**config.mk**
```make
export PLATFORM = sky130hd
export DESIGN_NAME = pdd_top
export DESIGN_NICKNAME = d
export VERILOG_FILES = /design/src/hw/pdd_pkg.sv /design/src/hw/pdd_top.sv
export SDC_FILE = /design/constraint.sdc
export NUM_CORES = 1
export LEC_CHECK = 0
export BUFFER_PORTS_ARGS = -buffer_cell sky130_fd_sc_hd__buf_2
export CAP_MARGIN = 20
export CORE_ASPECT_RATIO = 0.6
export CORE_UTILIZATION = 57
export CTS_BUF_LIST = sky130_fd_sc_hd__clkbuf_4
export DETAILED_ROUTE_END_ITERATION = 8
export GPL_TIMING_DRIVEN = 0
export PLACE_DENSITY = 0.87
export SLEW_MARGIN = 20
export SYNTH_ARGS = -nofsm -noshare
export SYNTH_HDL_FRONTEND = slang
export SYNTH_SLANG_ARGS = --single-unit
```
**constraint.sdc**
```tcl
create_clock -name sys_clk -period 5.4 [get_ports sys_clk]
set_input_delay 0.81 -clock sys_clk [delete_from_list [all_inputs] [get_ports sys_clk]]
set_output_delay 0.81 -clock sys_clk [all_outputs]
set_load 0.05 [all_outputs]
```
**src/hw/pdd_pkg.sv**
```systemverilog
/*
  Package for the dither and debug-halt block: register indices, field
  positions, reset values, bus widths.
  Assumes a single 200 MHz clock domain and a word-addressed Avalon-MM bus.
*/
package pdd_pkg;
  localparam int unsigned ADDR_W = 6;
  // Printed offsets are not all multiples of four: byte address = 4 * index
  localparam logic [ADDR_W-1:0] IDX_DITHER     = 6'h19;
  localparam logic [ADDR_W-1:0] IDX_DEBUG      = 6'h1e;
  localparam logic [ADDR_W-1:0] IDX_CONTROL    = 6'h30;
  localparam logic [ADDR_W-1:0] IDX_INTSTATUS  = 6'h31;
  localparam logic [ADDR_W-1:0] IDX_INTMASK    = 6'h32;
  localparam logic [ADDR_W-1:0] IDX_STATE      = 6'h33;
  localparam int unsigned DITHER_LSB   = 0;
  localparam int unsigned DITHER_W     = 4;
  localparam int unsigned DBG_RUN_BIT  = 0;
  localparam int unsigned DBG_FAULT_BIT = 2;
  localparam int unsigned CTL_EN_BIT   = 0;
  localparam int unsigned CTL_SEL_BIT  = 1;
  localparam int unsigned CTL_UPD_BIT  = 2;
  localparam int unsigned IRQ_OVF_BIT  = 0;
  localparam int unsigned IRQ_FLT_BIT  = 1;
  localparam logic [7:0]  DITHER_RESET = 8'h00;
  localparam logic [7:0]  DEBUG_RESET  = 8'h00;
  localparam logic [11:0] PERIOD_RESET = 12'h00ff;
  localparam logic [11:0] ONTIME_RESET = 12'h0080;
  localparam logic [31:0] UNMAPPED_RD  = 32'h0000_0000;

  typedef enum logic [1:0] {
    PH_ON  = 2'b01,
    PH_OFF = 2'b10
  } pdd_phase_e;

  typedef struct packed {
    logic [ADDR_W-1:0] address;
    logic              read;
    logic              write;
    logic [31:0]       writedata;
    logic [3:0]        byteenable;
  } pdd_avreq_s;
endpackage

```
**src/hw/pdd_top.sv**
```systemverilog
/*
  Dither accumulator and debug-halt control of a 12-bit waveform timer,
  with a simple on/off phase generator, registers and an interrupt.
  Assumes dbgHalt and trigger inputs come from other clock domains and
  that the bus master keeps requests stable while waitrequest is high.
*/
// Summary of operation
// - At each timer cycle end the active dither value is added to a 4-bit accumulator.
// - An accumulator overflow applies one adjustment step to the next timer cycle.
// - Dither bits 3:0 set the fraction, stretching on-time or off-time per dither select.
// - Written dither is buffered and copied to the active value only on an update.
// - With halt fault detect clear, a debug stop raises no fault.
// - With halt fault detect (bit 2) set and run-while-halted clear, a debug halt raises a fault and both trigger flags.
// - With run-while-halted clear, a debug halt stops the timer and ignores events.
// - With run-while-halted (bit 0) set, the timer keeps running during a debug halt.
module pdd_top
  import pdd_pkg::*;
#(
  parameter int unsigned CNT_W = 12
) (
  input  wire logic              sys_clk,
  input  wire logic              rstn,
  input  wire logic [ADDR_W-1:0] avs_address,
  input  wire logic              avs_read,
  input  wire logic              avs_write,
  input  wire logic [31:0]       avs_writedata,
  input  wire logic [3:0]        avs_byteenable,
  output logic      [31:0]       avs_readdata,
  output logic                   avs_waitrequest,
  input  wire logic              dbgHalt,
  input  wire logic              eventIn,
  output logic                   waveOut,
  output logic                   faultOut,
  output logic                   trigAFlag,
  output logic                   trigBFlag,
  output logic                   cycleEnd,
  output logic                   irq
);
  pdd_avreq_s req;
  assign req = '{avs_address, avs_read, avs_write, avs_writedata, avs_byteenable};

  logic [7:0]       ditherBuf_reg;
  logic [3:0]       ditherAct_reg;
  logic [7:0]       debug_reg;
  logic [1:0]       control_reg;
  logic [1:0]       intStatus_reg;
  logic [1:0]       intMask_reg;
  logic [3:0]       acc_reg;
  logic             stretch_reg;
  logic             stretchUsed_reg;
  logic [CNT_W-1:0] cnt_reg;
  pdd_phase_e       phase_reg;
  logic             updPend_reg;
  logic             ack_reg;
  logic [1:0]       haltSync_reg;
  logic [1:0]       evSync_reg;
  logic             evPrev_reg;

  // Single-cycle answer: waitrequest drops one cycle after the request
  wire accStrobe = (req.read | req.write) & ~ack_reg;
  wire wrStb     = req.write & ~ack_reg;
  wire wrLane0   = wrStb & req.byteenable[0];
  wire wrDither  = wrLane0 & (req.address == IDX_DITHER);
  wire wrDebug   = wrLane0 & (req.address == IDX_DEBUG);
  wire wrControl = wrLane0 & (req.address == IDX_CONTROL);
  wire wrStatus  = wrLane0 & (req.address == IDX_INTSTATUS);
  wire wrMask    = wrLane0 & (req.address == IDX_INTMASK);

  wire halted    = haltSync_reg[1];
  wire runOk     = ~halted | debug_reg[DBG_RUN_BIT];
  wire timerRun  = control_reg[CTL_EN_BIT] & runOk;
  wire haltFault = halted & ~debug_reg[DBG_RUN_BIT] & debug_reg[DBG_FAULT_BIT];
  wire evEdge    = evSync_reg[1] & ~evPrev_reg & runOk;
  wire stretchOn = ~control_reg[CTL_SEL_BIT];

  // Phase lengths: one extra clock in the selected phase when stretching
  wire [CNT_W-1:0] onLen  = ONTIME_RESET[CNT_W-1:0];
  wire [CNT_W-1:0] offLen = PERIOD_RESET[CNT_W-1:0] - ONTIME_RESET[CNT_W-1:0];
  wire inStretchPh = stretch_reg & ~stretchUsed_reg &
                     ((phase_reg == PH_ON) == stretchOn);
  wire [CNT_W-1:0] phLen  = (phase_reg == PH_ON) ? onLen : offLen;
  wire phLast    = (cnt_reg == phLen - CNT_W'(1));
  wire extend    = phLast & inStretchPh;
  wire phDone    = timerRun & phLast & ~extend;
  wire cycDone   = phDone & (phase_reg == PH_OFF);
  wire [4:0] accSum = {1'b0, acc_reg} + {1'b0, ditherAct_reg};
  wire overflow  = cycDone & accSum[4];
  wire doUpdate  = cycDone & updPend_reg;
  wire [1:0] intEvents = {haltFault, overflow};

  wire [31:0] rdData =
      (req.address == IDX_DITHER)    ? {24'h00_0000, ditherBuf_reg} :
      (req.address == IDX_DEBUG)     ? {24'h00_0000, 5'h00, debug_reg[2], 1'b0, debug_reg[0]} :
      (req.address == IDX_CONTROL)   ? {29'h0000_0000, updPend_reg, control_reg[1:0]} :
      (req.address == IDX_INTSTATUS) ? {30'h0000_0000, intStatus_reg} :
      (req.address == IDX_INTMASK)   ? {30'h0000_0000, intMask_reg} :
      (req.address == IDX_STATE)     ? {27'h000_0000, stretch_reg, acc_reg} :
                                       UNMAPPED_RD;

  always_ff @(posedge sys_clk or negedge rstn) begin
    if (!rstn) begin
      ack_reg         <= 1'b0;
      avs_readdata    <= UNMAPPED_RD;
      avs_waitrequest <= 1'b1;
    end else begin
      ack_reg         <= accStrobe;
      avs_readdata    <= accStrobe ? rdData : avs_readdata;
      avs_waitrequest <= ~accStrobe;
    end
  end

  // Bus answers after exactly one wait cycle
  wait_ans_a: assert property (@(posedge sys_clk) disable iff (!rstn)
    accStrobe |=> !avs_waitrequest)
    else $error("waitrequest not dropped after request");

  wait_one_a: assert property (@(posedge sys_clk) disable iff (!rstn)
    !avs_waitrequest |=> avs_waitrequest)
    else $error("waitrequest low for more than one cycle");

  rdata_hold_a: assert property (@(posedge sys_clk) disable iff (!rstn)
    !accStrobe |=> $stable(avs_readdata))
    else $error("read data changed between accesses");

  always_ff @(posedge sys_clk or negedge rstn) begin
    if (!rstn) begin
      haltSync_reg <= 2'b00;
      evSync_reg   <= 2'b00;
      evPrev_reg   <= 1'b0;
    end else begin
      haltSync_reg <= {haltSync_reg[0], dbgHalt};
      evSync_reg   <= {evSync_reg[0], eventIn};
      evPrev_reg   <= evSync_reg[1];
    end
  end

  always_ff @(posedge sys_clk or negedge rstn) begin
    if (!rstn) begin
      ditherBuf_reg <= DITHER_RESET;
      debug_reg     <= DEBUG_RESET;
      control_reg   <= 2'b00;
      intMask_reg   <= 2'b00;
    end else begin
      if (wrDither) ditherBuf_reg <= {4'h0, req.writedata[DITHER_LSB +: DITHER_W]};
      if (wrDebug) debug_reg <= {5'h00, req.writedata[2], 1'b0, req.writedata[0]};
      if (wrControl) control_reg <= req.writedata[1:0];
      if (wrMask) intMask_reg <= req.writedata[1:0];
    end
  end

  buf_write_a: assert property (@(posedge sys_clk) disable iff (!rstn)
    wrDither |=> ditherBuf_reg == {4'h0, $past(avs_writedata[3:0])})
    else $error("dither buffer not written");

  // Update request: set by software or trigger event, consumed at cycle end
  always_ff @(posedge sys_clk or negedge rstn) begin
    if (!rstn) begin
      updPend_reg   <= 1'b0;
      ditherAct_reg <= DITHER_RESET[3:0];
    end else begin
      if (doUpdate) ditherAct_reg <= ditherBuf_reg[3:0];
      if ((wrControl & req.writedata[CTL_UPD_BIT]) | evEdge) updPend_reg <= 1'b1;
      else if (doUpdate) updPend_reg <= 1'b0;
    end
  end

  dither_hold_a: assert property (@(posedge sys_clk) disable iff (!rstn)
    ~doUpdate |=> $stable(ditherAct_reg))
    else $error("active dither changed without update");

  dither_load_a: assert property (@(posedge sys_clk) disable iff (!rstn)
    doUpdate |=> ditherAct_reg == $past(ditherBuf_reg[3:0]))
    else $error("dither not loaded at update");

  pend_clear_a: assert property (@(posedge sys_clk) disable iff (!rstn)
    (doUpdate & ~evEdge & ~wrControl) |=> ~updPend_reg)
    else $error("update request not consumed");

  event_ignore_a: assert property (@(posedge sys_clk) disable iff (!rstn)
    (haltSync_reg[1] & ~debug_reg[0] & ~updPend_reg & ~wrControl) |=> ~updPend_reg)
    else $error("event taken while halted");

  // Set wins over write-one-to-clear
  always_ff @(posedge sys_clk or negedge rstn) begin
    if (!rstn) begin
      intStatus_reg <= 2'b00;
      irq           <= 1'b0;
    end else begin
      intStatus_reg <= (intStatus_reg & ~({2{wrStatus}} & req.writedata[1:0])) | intEvents;
      irq           <= |(intStatus_reg & intMask_reg);
    end
  end

  irq_on_a: assert property (@(posedge sys_clk) disable iff (!rstn)
    (|(intStatus_reg & intMask_reg)) |=> irq)
    else $error("irq low with unmasked status");

  irq_off_a: assert property (@(posedge sys_clk) disable iff (!rstn)
    (~|(intStatus_reg & intMask_reg)) |=> !irq)
    else $error("irq high without unmasked status");

  ovf_flag_a: assert property (@(posedge sys_clk) disable iff (!rstn)
    overflow |=> intStatus_reg[IRQ_OVF_BIT])
    else $error("overflow status not set");

  fault_flag_a: assert property (@(posedge sys_clk) disable iff (!rstn)
    haltFault |=> intStatus_reg[IRQ_FLT_BIT])
    else $error("fault status not set");

  always_ff @(posedge sys_clk or negedge rstn) begin
    if (!rstn) begin
      cnt_reg         <= '0;
      phase_reg       <= PH_ON;
      acc_reg         <= 4'h0;
      stretch_reg     <= 1'b0;
      stretchUsed_reg <= 1'b0;
    end else if (timerRun) begin
      if (extend) begin
        stretchUsed_reg <= 1'b1;
      end else if (phLast) begin
        cnt_reg   <= '0;
        phase_reg <= (phase_reg == PH_ON) ? PH_OFF : PH_ON;
        if (phase_reg == PH_OFF) begin
          acc_reg         <= accSum[3:0];
          stretch_reg     <= accSum[4];
          stretchUsed_reg <= 1'b0;
        end
      end else begin
        cnt_reg <= cnt_reg + CNT_W'(1);
      end
    end
  end

  halt_stop_a: assert property (@(posedge sys_clk) disable iff (!rstn)
    (haltSync_reg[1] & ~debug_reg[0]) |=> $stable(cnt_reg) && $stable(acc_reg))
    else $error("timer moved while halted");

  halt_run_a: assert property (@(posedge sys_clk) disable iff (!rstn)
    (haltSync_reg[1] & debug_reg[0] & control_reg[0] & ~phLast) |=>
      cnt_reg == $past(cnt_reg) + CNT_W'(1))
    else $error("timer stopped with run while halted");

  acc_add_a: assert property (@(posedge sys_clk) disable iff (!rstn)
    cycDone |=> acc_reg == 4'($past(acc_reg) + $past(ditherAct_reg)))
    else $error("accumulator not advanced");

  ovf_step_a: assert property (@(posedge sys_clk) disable iff (!rstn)
    cycDone |=> stretch_reg == $past(accSum[4]))
    else $error("overflow step missing");

  stretch_one_a: assert property (@(posedge sys_clk) disable iff (!rstn)
    (extend & timerRun) |=> ~extend)
    else $error("stretch longer than one clock");

  ext_hold_a: assert property (@(posedge sys_clk) disable iff (!rstn)
    (extend & timerRun) |=> stretchUsed_reg && $stable(cnt_reg) && $stable(phase_reg))
    else $error("stretch clock not held");

  ext_phase_a: assert property (@(posedge sys_clk) disable iff (!rstn)
    extend |-> ((phase_reg == PH_ON) == ~control_reg[CTL_SEL_BIT]))
    else $error("stretch in wrong phase");

  // Fault held as long as the halt condition lasts
  always_ff @(posedge sys_clk or negedge rstn) begin
    if (!rstn) begin
      waveOut   <= 1'b0;
      faultOut  <= 1'b0;
      trigAFlag <= 1'b0;
      trigBFlag <= 1'b0;
      cycleEnd  <= 1'b0;
    end else begin
      waveOut   <= timerRun & (phase_reg == PH_ON);
      faultOut  <= haltFault;
      trigAFlag <= haltFault | (trigAFlag & ~wrStatus);
      trigBFlag <= haltFault | (trigBFlag & ~wrStatus);
      cycleEnd  <= cycDone;
    end
  end

  halt_fault_a: assert property (@(posedge sys_clk) disable iff (!rstn)
    (haltSync_reg[1] & ~debug_reg[0] & debug_reg[2]) |=> faultOut & trigAFlag & trigBFlag)
    else $error("halt fault not raised");

  no_fault_a: assert property (@(posedge sys_clk) disable iff (!rstn)
    ~debug_reg[2] |=> ~faultOut)
    else $error("fault raised with detect off");

  fault_drop_a: assert property (@(posedge sys_clk) disable iff (!rstn)
    ~haltFault |=> ~faultOut)
    else $error("fault held without halt condition");

  run_nofault_a: assert property (@(posedge sys_clk) disable iff (!rstn)
    debug_reg[DBG_RUN_BIT] |=> ~faultOut)
    else $error("fault raised while running in halt");

  trig_sticky_a: assert property (@(posedge sys_clk) disable iff (!rstn)
    (trigAFlag & trigBFlag & ~wrStatus) |=> trigAFlag & trigBFlag)
    else $error("trigger flags lost without clear");

  wave_stop_a: assert property (@(posedge sys_clk) disable iff (!rstn)
    (haltSync_reg[1] & ~debug_reg[DBG_RUN_BIT]) |=> ~waveOut)
    else $error("waveform active while halted");

  wave_on_a: assert property (@(posedge sys_clk) disable iff (!rstn)
    (timerRun & (phase_reg == PH_ON)) |=> waveOut)
    else $error("waveform low in on phase");

  cycle_pulse_a: assert property (@(posedge sys_clk) disable iff (!rstn)
    cycleEnd |=> ~cycleEnd)
    else $error("cycle end pulse longer than one clock");
endmodule

```
# After elaboration in Yosys (flattened, before gate mapping)
# Cells that the tools add are included.
# word_totals
register_bits	82
inputBits	48
out_inout_bits	39
wordCells	103
# classes
n_addsub	3
n_eq_ne	10
muxes	14
bitwise	44
n_reduce_logical	8
# op_table
operator	n
two-way mux 5 bit	6
bitwise AND 1 bit	25
== test 6 bit (second input constant)	4
adder 12 x 1 -> 12 bit (second input constant)	1
== test 12 bit	1
== test 6 x 5 -> 1 bit (second input constant)	2
two-way mux 12 bit	1
inverter 1 bit	9
subtractor 8 x 1 -> 9 bit (second input constant)	1
two-way mux 8 bit	1
bitwise AND 2 bit	3
AND reduction 3 bit	2
nonzero test 2 bit	3
adder 4 x 4 -> 5 bit	1
two-way mux 1 bit	5
bitwise OR 1 bit	5
AND reduction 4 bit	1
== test 2 x 1 -> 1 bit (second input constant)	1
== test 2 bit (second input constant)	1
two-way mux 2 bit	1
inverter 2 bit	1
bitwise OR 2 bit	1
AND reduction 2 bit	1
OR reduction 2 bit	1
== test 1 bit	1

# Longest topological paths before layout
# Gate-level depths: netlist (run 1).
# logic_depth
ltp_word	11
mapped_depth	6
depth_no_buf	5

# Least setup slack after synthesis (run 1)
# OpenSTA, ideal clock, no wires.
# synth_timing
kind	input port to flip-flop
from	input port avs_address[1]
to	register ditherBuf_reg[0]
setup_time_ps	125
arrival_ps	2313
required_ps	5275
slack_ps	2962
cell_stages	5
n_path_buf	1
path_cell_list	buf_2 -> or3b_2 -> or2_2 -> nor2_1 -> mux2_2
# synth_between
elab_chain_cells	2
# synth_rtl
element	line	rtl
from (decl)	pdd_top.sv:23	input wire logic [ADDR_W-1:0] avs_address,
== test 6 x 5 -> 1 bit	pdd_top.sv:63	wire wrDither = wrLane0 & (req.address == IDX_DITHER);
bitwise AND 1 bit	pdd_top.sv:63	
to (signal assigned)	pdd_top.sv:144	if (wrDither) ditherBuf_reg <= {4'h0, req.writedata[DITHER_LSB +: DITHER_W]};
to (decl)	pdd_top.sv:42	logic [7:0] ditherBuf_reg;
# No other way between the ends.
# A chain may end at the register's enable or synchronous reset.

# Final worst setup path (run 1)
# layout_timing
from	input port avs_address[0]
to	register ditherBuf_reg[3]
# Same word-level chain as after synthesis.

==> results of run 1 <==
[final timing paths]
path | from | to | slack, ns | depth (start not counted)
max reg2reg | phase_reg[0] | cnt_reg[4] | 3.23 | 5
max | avs_address[0] | ditherBuf_reg[3] | 3.17 | 5
min | haltSync_reg[0] | haltSync_reg[1] | 0.37 | 0
max in group asynchronous | rstn | intStatus_reg[1] | 4.52 | 1
min in group asynchronous | rstn | cnt_reg[9] | 0.43 | 1
min reg2reg | haltSync_reg[0] | haltSync_reg[1] | 0.37 | 0
[layer usage]
layer / vias to the layer above / wire length [µm] / GRT usage
met5: - / 0 / 0
met4: 0 / 48 / 0.0615
met3: 6 / 626 / 0.0640
met2: 112 / 2210 / 0.318
met1: 968 / 2690 / 0.351
li1: 991 / - / -
[cells by family after synthesis]
group                      after synthesis
and+or+nand+nor                         84
DFF                                     55
AOI/OAI and AO/OA                       45
buffers and inverters                   38
muxes                                   21
xor gates and xnor gates                 9
adders and majority gates                6
other                                    1
[power by group through the flow]
stage	clock network, W	registers (W)	logic [W]
after floorplan	0	0.000493	0.000118
after global placement	0	0.000463	0.000183
final	0.000230	0.000457	0.000188
after global routing	0.000255	0.000462	0.000200
after CTS	0.000235	0.000457	0.000187
after detailed placement	0	0.000465	0.000186
[critical path, delay by kind of cell]
kind | cells | cell delay [ns]
and+or+nand+nor | 3 | 1.11
muxes | 1 | 0.39
buffers and inverters | 1 | 0.21
[layout by cell type, fill, tap and decap left out, types with 5 or more instances in the layout]
| cell | n |
|---|---|
| a21oi_1 | 5 |
| nor3_1 | 5 |
| clkbuf_4 | 5 |
| ha_1 | 5 |
| buf_4 | 28 |
| mux2_2 | 16 |
| dfrtp_1 | 53 |
| a21o_1 | 5 |
| nor2b_1 | 5 |
| o21ai_0 | 17 |
| buf_2 | 27 |
| nor2_1 | 10 |
| conb_1 | 27 |
| nand3_1 | 6 |
| inv_1 | 6 |
| nand2_1 | 22 |
| xnor2_1 | 5 |
[area by class of cell]
cell class | instances | area [µm²]
Fill cell | 341 | 1430
Sequential cell | 55 | 1380
Multi-Input combinational cell | 192 | 1360
Buffer | 32 | 224
Timing Repair Buffer | 26 | 133
Tap cell | 63 | 78.8
Clock inverter | 3 | 42.5
Clock buffer | 5 | 37.5
Inverter | 6 | 22.5
[per-stage QoR]
step | utilization | hold slack, ns | total power, W | cell area [µm²] | cells
floorplan | - | 0.331 | 0.000610 | 2980 | 285
global placement | 0.678 | 0.334 | 0.000646 | 3190 | 374
detailed placement | 0.679 | 0.335 | 0.000651 | 3190 | 374
CTS | 0.696 | 0.369 | 0.000880 | 3270 | 382
global route | 0.696 | 0.394 | 0.000917 | 3270 | 382
finish | 0.696 | 0.370 | 0.000875 | 3270 | 382
==> results.py, run 1 <==
metrics = {
    "run_status": {
        "outcome": "complete, no violations",
    },
    "synthesis": {
        "synth_top_cells_by_area": "dfrtp_1 (46%), buf_4 (7.0%), mux2_2 (6.2%)",
        "synth_flop_cell": "dfrtp_1",
        "async_flop_share": 1.00,
        "syn_area_per_cell_um2": 11.1,
        "yosys_warnings": 0,
        "synth_mux_area_frac": 0.0885,
        "synth_xor_area_frac": 0.0273,
        "synth_cell_type_count": 58,
        "yosysMostFrequentCell": "dfrtp_1",
        "synth_top_area_share": 0.460,
        "synth-adder-area-share": 0.0286,
        "synth_top_family_by_area": "simple AND/OR/NAND/NOR gates",
        "synth_compound_area_frac": 0.113,
        "ys_ff_latch": 55,
        "seq_area_frac_synth": 0.478,
        "synth_edf_count": 0,
        "synthSimpleGateAreaFrac": 0.178,
        "synthCells": 259,
        "yosys.area.top_type": "dfrtp_1",
        "syn-cell-area_um2": 2890,
        "synthTopCellsByCount": "dfrtp_1 (53), buf_4 (27), nand2_1 (22)",
    },
    "layout": {
        "n_antenna_cell": 0,
        "syn_to_final_growth_pct": 13.5,
        "final_nets": 372,
        "largest_reg_flops": 12,
        "drive_above_1_share": 0.301,
    },
    "setup_path": {
        "worstPathMaxFanout": 10,
        "end_kind": "register",
        "critPathSlowestCell": "or3b_2",
        "cp.arrival_ns": 2.52,
        "worst-endpoint-required_ns": 5.69,
        "crit_path_max_incr_delay_ns": 0.50,
        "critical_path_class": "primary input to register",
        "start_kind": "primary input",
        "crit_chain": "buf_2 > or3b_2 > or2_2 > nor2_1 > mux2_2",
    },
    "power_and_ir_drop": {
        "swShare": 0.321,
        "ir_drop_mv": 0.261,
        "switchingPower_w": 0.000281,
        "power.internal_w": 0.000595,
        "power.density_nw_per_um2": 267,
        "clockPowerShare": 0.263,
        "p_leak_nw": 1.62,
        "p_seq_frac": 0.522,
        "p_comb_frac": 0.214,
    },
    "die": {
        "die_h_um": 57.1,
        "die-area_um2": 5360,
        "die_x_um": 93.9,
        "initial_core_util": 0.613,
        "io_pins": 87,
        "design.core.area_um2": 4710,
        "row_count": 19,
    },
    "drt": {
        "ant_nets": 0,
        "totalWireLength_um": 5570,
        "wire_per_inst_um": 14.6,
        "first_pass_iters": 6,
        "route.detailed.drc": 0,
        "drt_iter0_drc": 173,
        "routed-via-count": 2077,
        "detail_route.vias_per_cell": 5.44,
    },
    "clock_tree": {
        "clock-sinks": 55,
        "cts_buffers": 5,
        "cts_resized": 0,
        "postCtsHoldBufs": 0,
        "worst_skew_pair.late_latency_ns": 0.38,
        "clockBufferDepth": 2,
        "path_clk_slew_ns": 0.16,
        "post_cts_buffers": 0,
        "cts_root_buffer": "clkbuf_4",
        "cts_htree_levels": 2,
        "cts_tree": "built",
    },
    "worst_hold_path": {
        "hp-class": "register to register",
    },
    "grt": {
        "grt_remaining_overflow": 0,
        "grt_pass1_vias": 1857,
        "grt_pass1_wl_um": 9110,
        "antenna_found_initial": 0,
        "grt_usage": 0.228,
        "grt_max_degree": 56,
    },
    "sta": {
        "final-hold-violation-count": 0,
        "fin_ws_ns": 3.17,
        "rsz0062_at_grt": "no",
        "fin_crit_ns": 2.23,
        "setup_viol": 0,
        "max_slew.worst_pin.slew_ns": 0.700,
        "fin_crit_sh": 0.413,
        "clock.fmax_ghz": 0.448,
        "drv_slew": 0,
        "skew_ns": 0.00842,
        "slew_headroom": 0.532,
        "fin_setup_tns_ns": 0,
    },
    "run": {
        "maxCapViolations": 0,
    },
    "placed_design": {
        "place_congestion": 0.880,
        "io_buffers": 26,
        "hpwl_um": 4290,
        "pre_cts_slack_ns": 2.79,
    },
}
Note: power is estimated with default switching activity, not from simulation.
==> run 2, diff against run 1 <==
- ABC_AREA: unset -> 1
- CORE_UTILIZATION: 57 -> 54
- PLACE_DENSITY: 0.87 -> 0.83
- clock period: 5.4 -> 2.3 ns (I/O delays scaled with it)
==> results.py, run 2 <==
metrics = {
    "synthesis": {
        "async_flop_share": 1.00,
        "synth_compound_area_frac": 0.0537,
        "synth_edf_count": 0,
        "synth_cell_type_count": 31,
        "synth_top_family_by_area": "simple AND/OR/NAND/NOR gates",
        "synth_flop_cell": "dfrtp_1",
        "syn_area_per_cell_um2": 8.08,
        "synth-adder-area-share": 0.0277,
        "yosys.area.top_type": "dfrtp_1",
        "ys_ff_latch": 55,
        "yosysMostFrequentCell": "nand2_1",
        "synth_top_cells_by_area": "dfrtp_1 (45%), nand2_1 (15%), buf_4 (6.8%)",
        "synth_mux_area_frac": 0,
        "synthCells": 369,
        "syn-cell-area_um2": 2980,
        "synthSimpleGateAreaFrac": 0.298,
        "seq_area_frac_synth": 0.463,
        "yosys_warnings": 0,
        "synth_xor_area_frac": 0.0353,
        "synth_top_area_share": 0.445,
        "synthTopCellsByCount": "nand2_1 (118), dfrtp_1 (53), inv_1 (35)",
    },
    "grt": {
        "grt_pass1_wl_um": 10300,
        "antenna_found_initial": 0,
        "grt_max_degree": 56,
        "grt_remaining_overflow": 0,
        "grt_pass1_vias": 2196,
        "grt_usage": 0.228,
    },
    "die": {
        "die_x_um": 97.9,
        "die-area_um2": 5830,
        "initial_core_util": 0.575,
        "die_h_um": 59.5,
        "row_count": 20,
        "io_pins": 87,
        "design.core.area_um2": 5180,
    },
    "drt": {
        "wire_per_inst_um": 12.0,
        "detail_route.vias_per_cell": 4.95,
        "routed-via-count": 2458,
        "drt_iter0_drc": 262,
        "first_pass_iters": 6,
        "ant_nets": 0,
        "totalWireLength_um": 5970,
        "route.detailed.drc": 3,
    },
    "setup_path": {
        "r2r_cells": 7,
        "r2r_start": "phase_reg[0]",
        "worstPathMaxFanout": 6,
        "r2r_slack_ns": 0.49,
        "timing.rr.end": "cnt_reg[4]",
        "cp.arrival_ns": 2.08,
        "critical_path_class": "register to register",
        "worst-endpoint-required_ns": 2.57,
        "start_kind": "register",
        "end_kind": "register",
        "critPathLaunch": "phase_reg[0]",
    },
    "placed_design": {
        "pre_cts_slack_ns": 0.534,
        "hpwl_um": 4680,
        "io_buffers": 28,
        "place_congestion": 0.945,
        "place_inst": 489,
    },
    "sta": {
        "setup_viol": 0,
        "skew_ns": 0.0140,
        "fin_crit_sh": 0.788,
        "fin_ws_ns": 0.488,
        "drv_slew": 0,
        "whs_ns": -0.0128,
        "fin_crit_ns": 1.81,
        "final-hold-violation-count": 21,
        "clock.fmax_ghz": 0.552,
        "slew_headroom": 0.507,
        "rsz0062_at_grt": "no",
        "fin_setup_tns_ns": 0,
        "max_slew.worst_pin.slew_ns": 0.734,
    },
    "layout": {
        "fin_cells": 497,
        "n_antenna_cell": 0,
        "syn_to_final_growth_pct": 12.6,
        "final_common_cell": "nand2_1",
        "largest_reg_flops": 12,
        "mostFrequentLayoutCells": "nand2_1 (118), dfrtp_1 (53), inv_1 (35)",
        "drive_above_1_share": 0.190,
        "final_nets": 484,
    },
    "clock_tree": {
        "clock-sinks": 55,
        "cts_buffers": 5,
        "clockBufferDepth": 2,
        "postCtsHoldBufs": 0,
        "cts_resized": 0,
        "cts_root_buffer": "clkbuf_4",
        "worst_skew_pair.late_latency_ns": 0.37,
        "cts_htree_levels": 2,
        "cts_tree": "built",
        "post_cts_buffers": 0,
        "path_clk_slew_ns": 0.15,
    },
    "power_and_ir_drop": {
        "p_leak_nw": 1.82,
        "ir_drop_mv": 0.324,
        "power.density_nw_per_um2": 551,
        "power_w": 0.00185,
    },
    "run": {
        "maxCapViolations": 0,
    },
    "run_status": {
        "outcome": "finished with violations",
        "violations": "DRC, hold timing",
    },
    "worst_hold_path": {
        "hp-class": "primary input to asynchronous set/reset pin",
    },
}
==> run 2: area by class of cell <==
type / instances / area, µm²
Buffer: 28 / 214
Clock buffer: 6 / 45.0
Clock inverter: 2 / 8.76
Fill cell: 431 / 1820
Inverter: 38 / 148
Multi-Input combinational cell: 274 / 1340
Sequential cell: 55 / 1380
Tap cell: 66 / 82.6
Timing Repair Buffer: 28 / 143
==> run 2: report_power, final <==
part           internal, W  total, W  switching (W)
Combinational    0.0000957  0.000371       0.000275
Clock             0.000128  0.000421       0.000294
Sequential         0.00102   0.00106      0.0000405
Total              0.00124   0.00185       0.000609
==> run 2: worst max path at each step <==
| stage | endpoint | slack [ns] | cells past startpoint |
|---|---|---|---|
| final | cnt_reg[4] | 0.49 | 7 |
| after global placement | cnt_reg[2] | 0.60 | 7 |
| after CTS | cnt_reg[2] | 0.54 | 7 |
| after global routing | cnt_reg[5] | 0.38 | 8 |
| after floorplan | cnt_reg[2] | 0.82 | 7 |
| after detailed placement | cnt_reg[2] | 0.53 | 7 |
==> run 2: critical path: stages, from the launching register on <==
cell	delay, ns
dfstp_2	0.60
nand3_1	0.09
nand2_1	0.15
nand3b_1	0.09
nor3_1	0.57
nor2_1	0.08
nand2_1	0.09
nand2_1	0.05
==> run 2: through the flow <==
step	hold slack [ns]	cell area, µm²	util
3_5_place_dp	0.335	3300	0.638
6_report	-0.0128	3360	0.648
3_3_place_gp	0.335	3300	0.637
2_1_floorplan	0.0494	3080	-
4_1_cts	0.0105	3360	0.648
5_1_grt	0.0167	3360	0.648
==> run 2: cells by family after synthesis <==
| family | after synthesis |
|---|---|
| other cells | 1 |
| fa+ha+maj | 6 |
| simple gates | 201 |
| flops | 55 |
| compound gates | 28 |
| xor+xnor | 12 |
| buf+inv | 66 |
==> run 2: layer usage <==
layer  up-vias  global-route usage  part of all wire
li1       1241                   -                 -
met1      1123               0.347              0.50
met2        89               0.339              0.41
met3         5              0.0483             0.091
met4         0              0.0390            0.0050
met5         -                   0                 0
==> run 3, diff against run 2 <==
- clock period: 2.3 -> 1.8 ns (I/O delays scaled with it)
==> results.py, run 3 (synthesis results as in run 2) <==
metrics = {
    "worst_hold_path": {
        "hp-class": "primary input to register",
    },
    "setup_path": {
        "worstPathMaxFanout": 9,
        "critical_path_class": "register to register",
        "end_kind": "register",
        "cp.arrival_ns": 1.96,
        "worst-endpoint-required_ns": 2.09,
        "start_kind": "register",
    },
    "drt": {
        "routed-via-count": 2471,
        "totalWireLength_um": 6010,
        "route.detailed.drc": 3,
        "detail_route.vias_per_cell": 4.94,
        "wire_per_inst_um": 12.0,
        "ant_nets": 0,
        "drt_iter0_drc": 222,
        "first_pass_iters": 6,
    },
    "clock_tree": {
        "path_clk_slew_ns": 0.15,
        "clockBufferDepth": 2,
        "worst_skew_pair.late_latency_ns": 0.37,
        "cts_buffers": 5,
        "post_cts_buffers": 0,
        "cts_tree": "built",
        "clock-sinks": 55,
        "cts_root_buffer": "clkbuf_4",
        "cts_htree_levels": 2,
    },
    "sta": {
        "final-hold-violation-count": 0,
        "fin_crit_ns": 1.67,
        "clock.fmax_ghz": 0.600,
        "fin_crit_sh": 0.926,
        "fin_setup_tns_ns": 0,
        "skew_ns": 0.0149,
        "max_slew.worst_pin.slew_ns": 0.667,
        "drv_slew": 0,
        "rsz0062_at_grt": "no",
        "slew_headroom": 0.555,
        "setup_viol": 0,
    },
    "power_and_ir_drop": {
        "power.internal_w": 0.00159,
        "p_leak_nw": 1.84,
        "switchingPower_w": 0.000786,
        "ir_drop_mv": 0.414,
        "p_comb_frac": 0.202,
        "swShare": 0.331,
        "p_seq_frac": 0.569,
        "clockPowerShare": 0.229,
        "power.density_nw_per_um2": 700,
    },
    "layout": {
        "mostFrequentLayoutCells": "nand2_1 (118), dfrtp_1 (52), inv_1 (35)",
        "fin_cells": 500,
        "largest_reg_flops": 12,
        "final_common_cell": "nand2_1",
        "syn_to_final_growth_pct": 13.9,
        "final_nets": 487,
        "nFillCells": 428,
        "drive_above_1_share": 0.194,
        "n_antenna_cell": 0,
    },
    "die": {
        "row_count": 20,
        "die_h_um": 59.5,
        "die-area_um2": 5830,
        "initial_core_util": 0.575,
        "die_x_um": 97.9,
        "io_pins": 87,
        "design.core.area_um2": 5180,
    },
    "grt": {
        "use_met1": 0.347,
        "grt_max_degree": 56,
        "grt_pass1_wl_um": 10300,
        "grt.busiest_layer": "met1",
        "antenna_found_initial": 0,
        "grt_usage": 0.229,
        "grt_remaining_overflow": 0,
        "grt_pass1_vias": 2220,
        "met2_usage": 0.343,
        "grtUsageMet3": 0.0483,
    },
    "run_status": {
        "violations": "DRC",
        "outcome": "finished with violations",
    },
    "placed_design": {
        "hpwl_um": 4680,
        "io_buffers": 28,
        "place_congestion": 0.945,
        "place_inst": 489,
    },
    "run": {
        "maxCapViolations": 0,
    },
}
[run 3: cell count changes in the layout (fill, tap and decap cells not counted), sizes merged]
| cell | change |
|---|---|
| dlygate4sd3 | +3 |
[run 3: through the flow]
stage	cell area (µm²)	utilization	worst slack [ns]	hold slack [ns]	total power (W)
2_1_floorplan	3080	-	0.318	-0.0256	0.00173
3_3_place_gp	3300	0.637	0.0964	0.335	0.00183
3_5_place_dp	3300	0.638	0.0341	0.335	0.00184
4_1_cts	3390	0.654	0.0382	0.112	0.00238
5_1_grt	3390	0.655	0.00382	0.123	0.00249
6_report	3390	0.655	0.134	0.114	0.00237
[run 3: final cells by class]
class	instances	area [µm²]	area share
plain buffers	28	214	0.0631
clock buffers	6	45.0	0.0133
clock inverters	2	8.76	0.00258
inverters	38	148	0.0435
multi-input cells	274	1340	0.396
flip-flops and latches	55	1380	0.407
well taps	66	82.6	0.0243
repair buffers	31	173	0.0509
[run 3: power groups by stage]
stage               clock (W)  sequential [W]  combinational, W
floorplan                   0         0.00143          0.000302
global placement            0         0.00137          0.000462
detailed placement          0         0.00137          0.000472
CTS                  0.000549         0.00135          0.000477
global route         0.000606         0.00136          0.000522
finish               0.000543         0.00135          0.000480
[run 3: what timing repair did]
item	in CTS	in global routing
hold buffers	3	0
endpoints found under the hold margin	55	0
gates resized for setup	0	2
setup endpoints to repair	0	7
[run 3: critical path: stages, from the launching register on]
cell	delay, ns
dfstp_2	0.60
nand2_2	0.10
nand2_1	0.07
nand2_1	0.09
nor3_4	0.25
nand2_1	0.11
nand2_2	0.12
inv_2	0.10
o21ai_1	0.16
[run 3: final timing paths]
path	startpoint	to	slack, ns	cells past startpoint
worst max-delay path	phase_reg[0]	cnt_reg[0]	0.13	8
worst min-delay path	avs_writedata[3]	ditherBuf_reg[3]	0.11	3
worst max register to register	phase_reg[0]	cnt_reg[0]	0.13	8
worst min register to register	haltSync_reg[0]	haltSync_reg[1]	0.37	0
max in group asynchronous	rstn	cnt_reg[8]	0.88	2
min in group asynchronous	rstn	cnt_reg[10]	0.46	2
[run 3: layer usage]
metal,vias to the layer above,part of all wire
li1,1252,-
met1,1122,0.50
met2,92,0.41
met3,5,0.082
met4,0,0.0057
met5,-,0
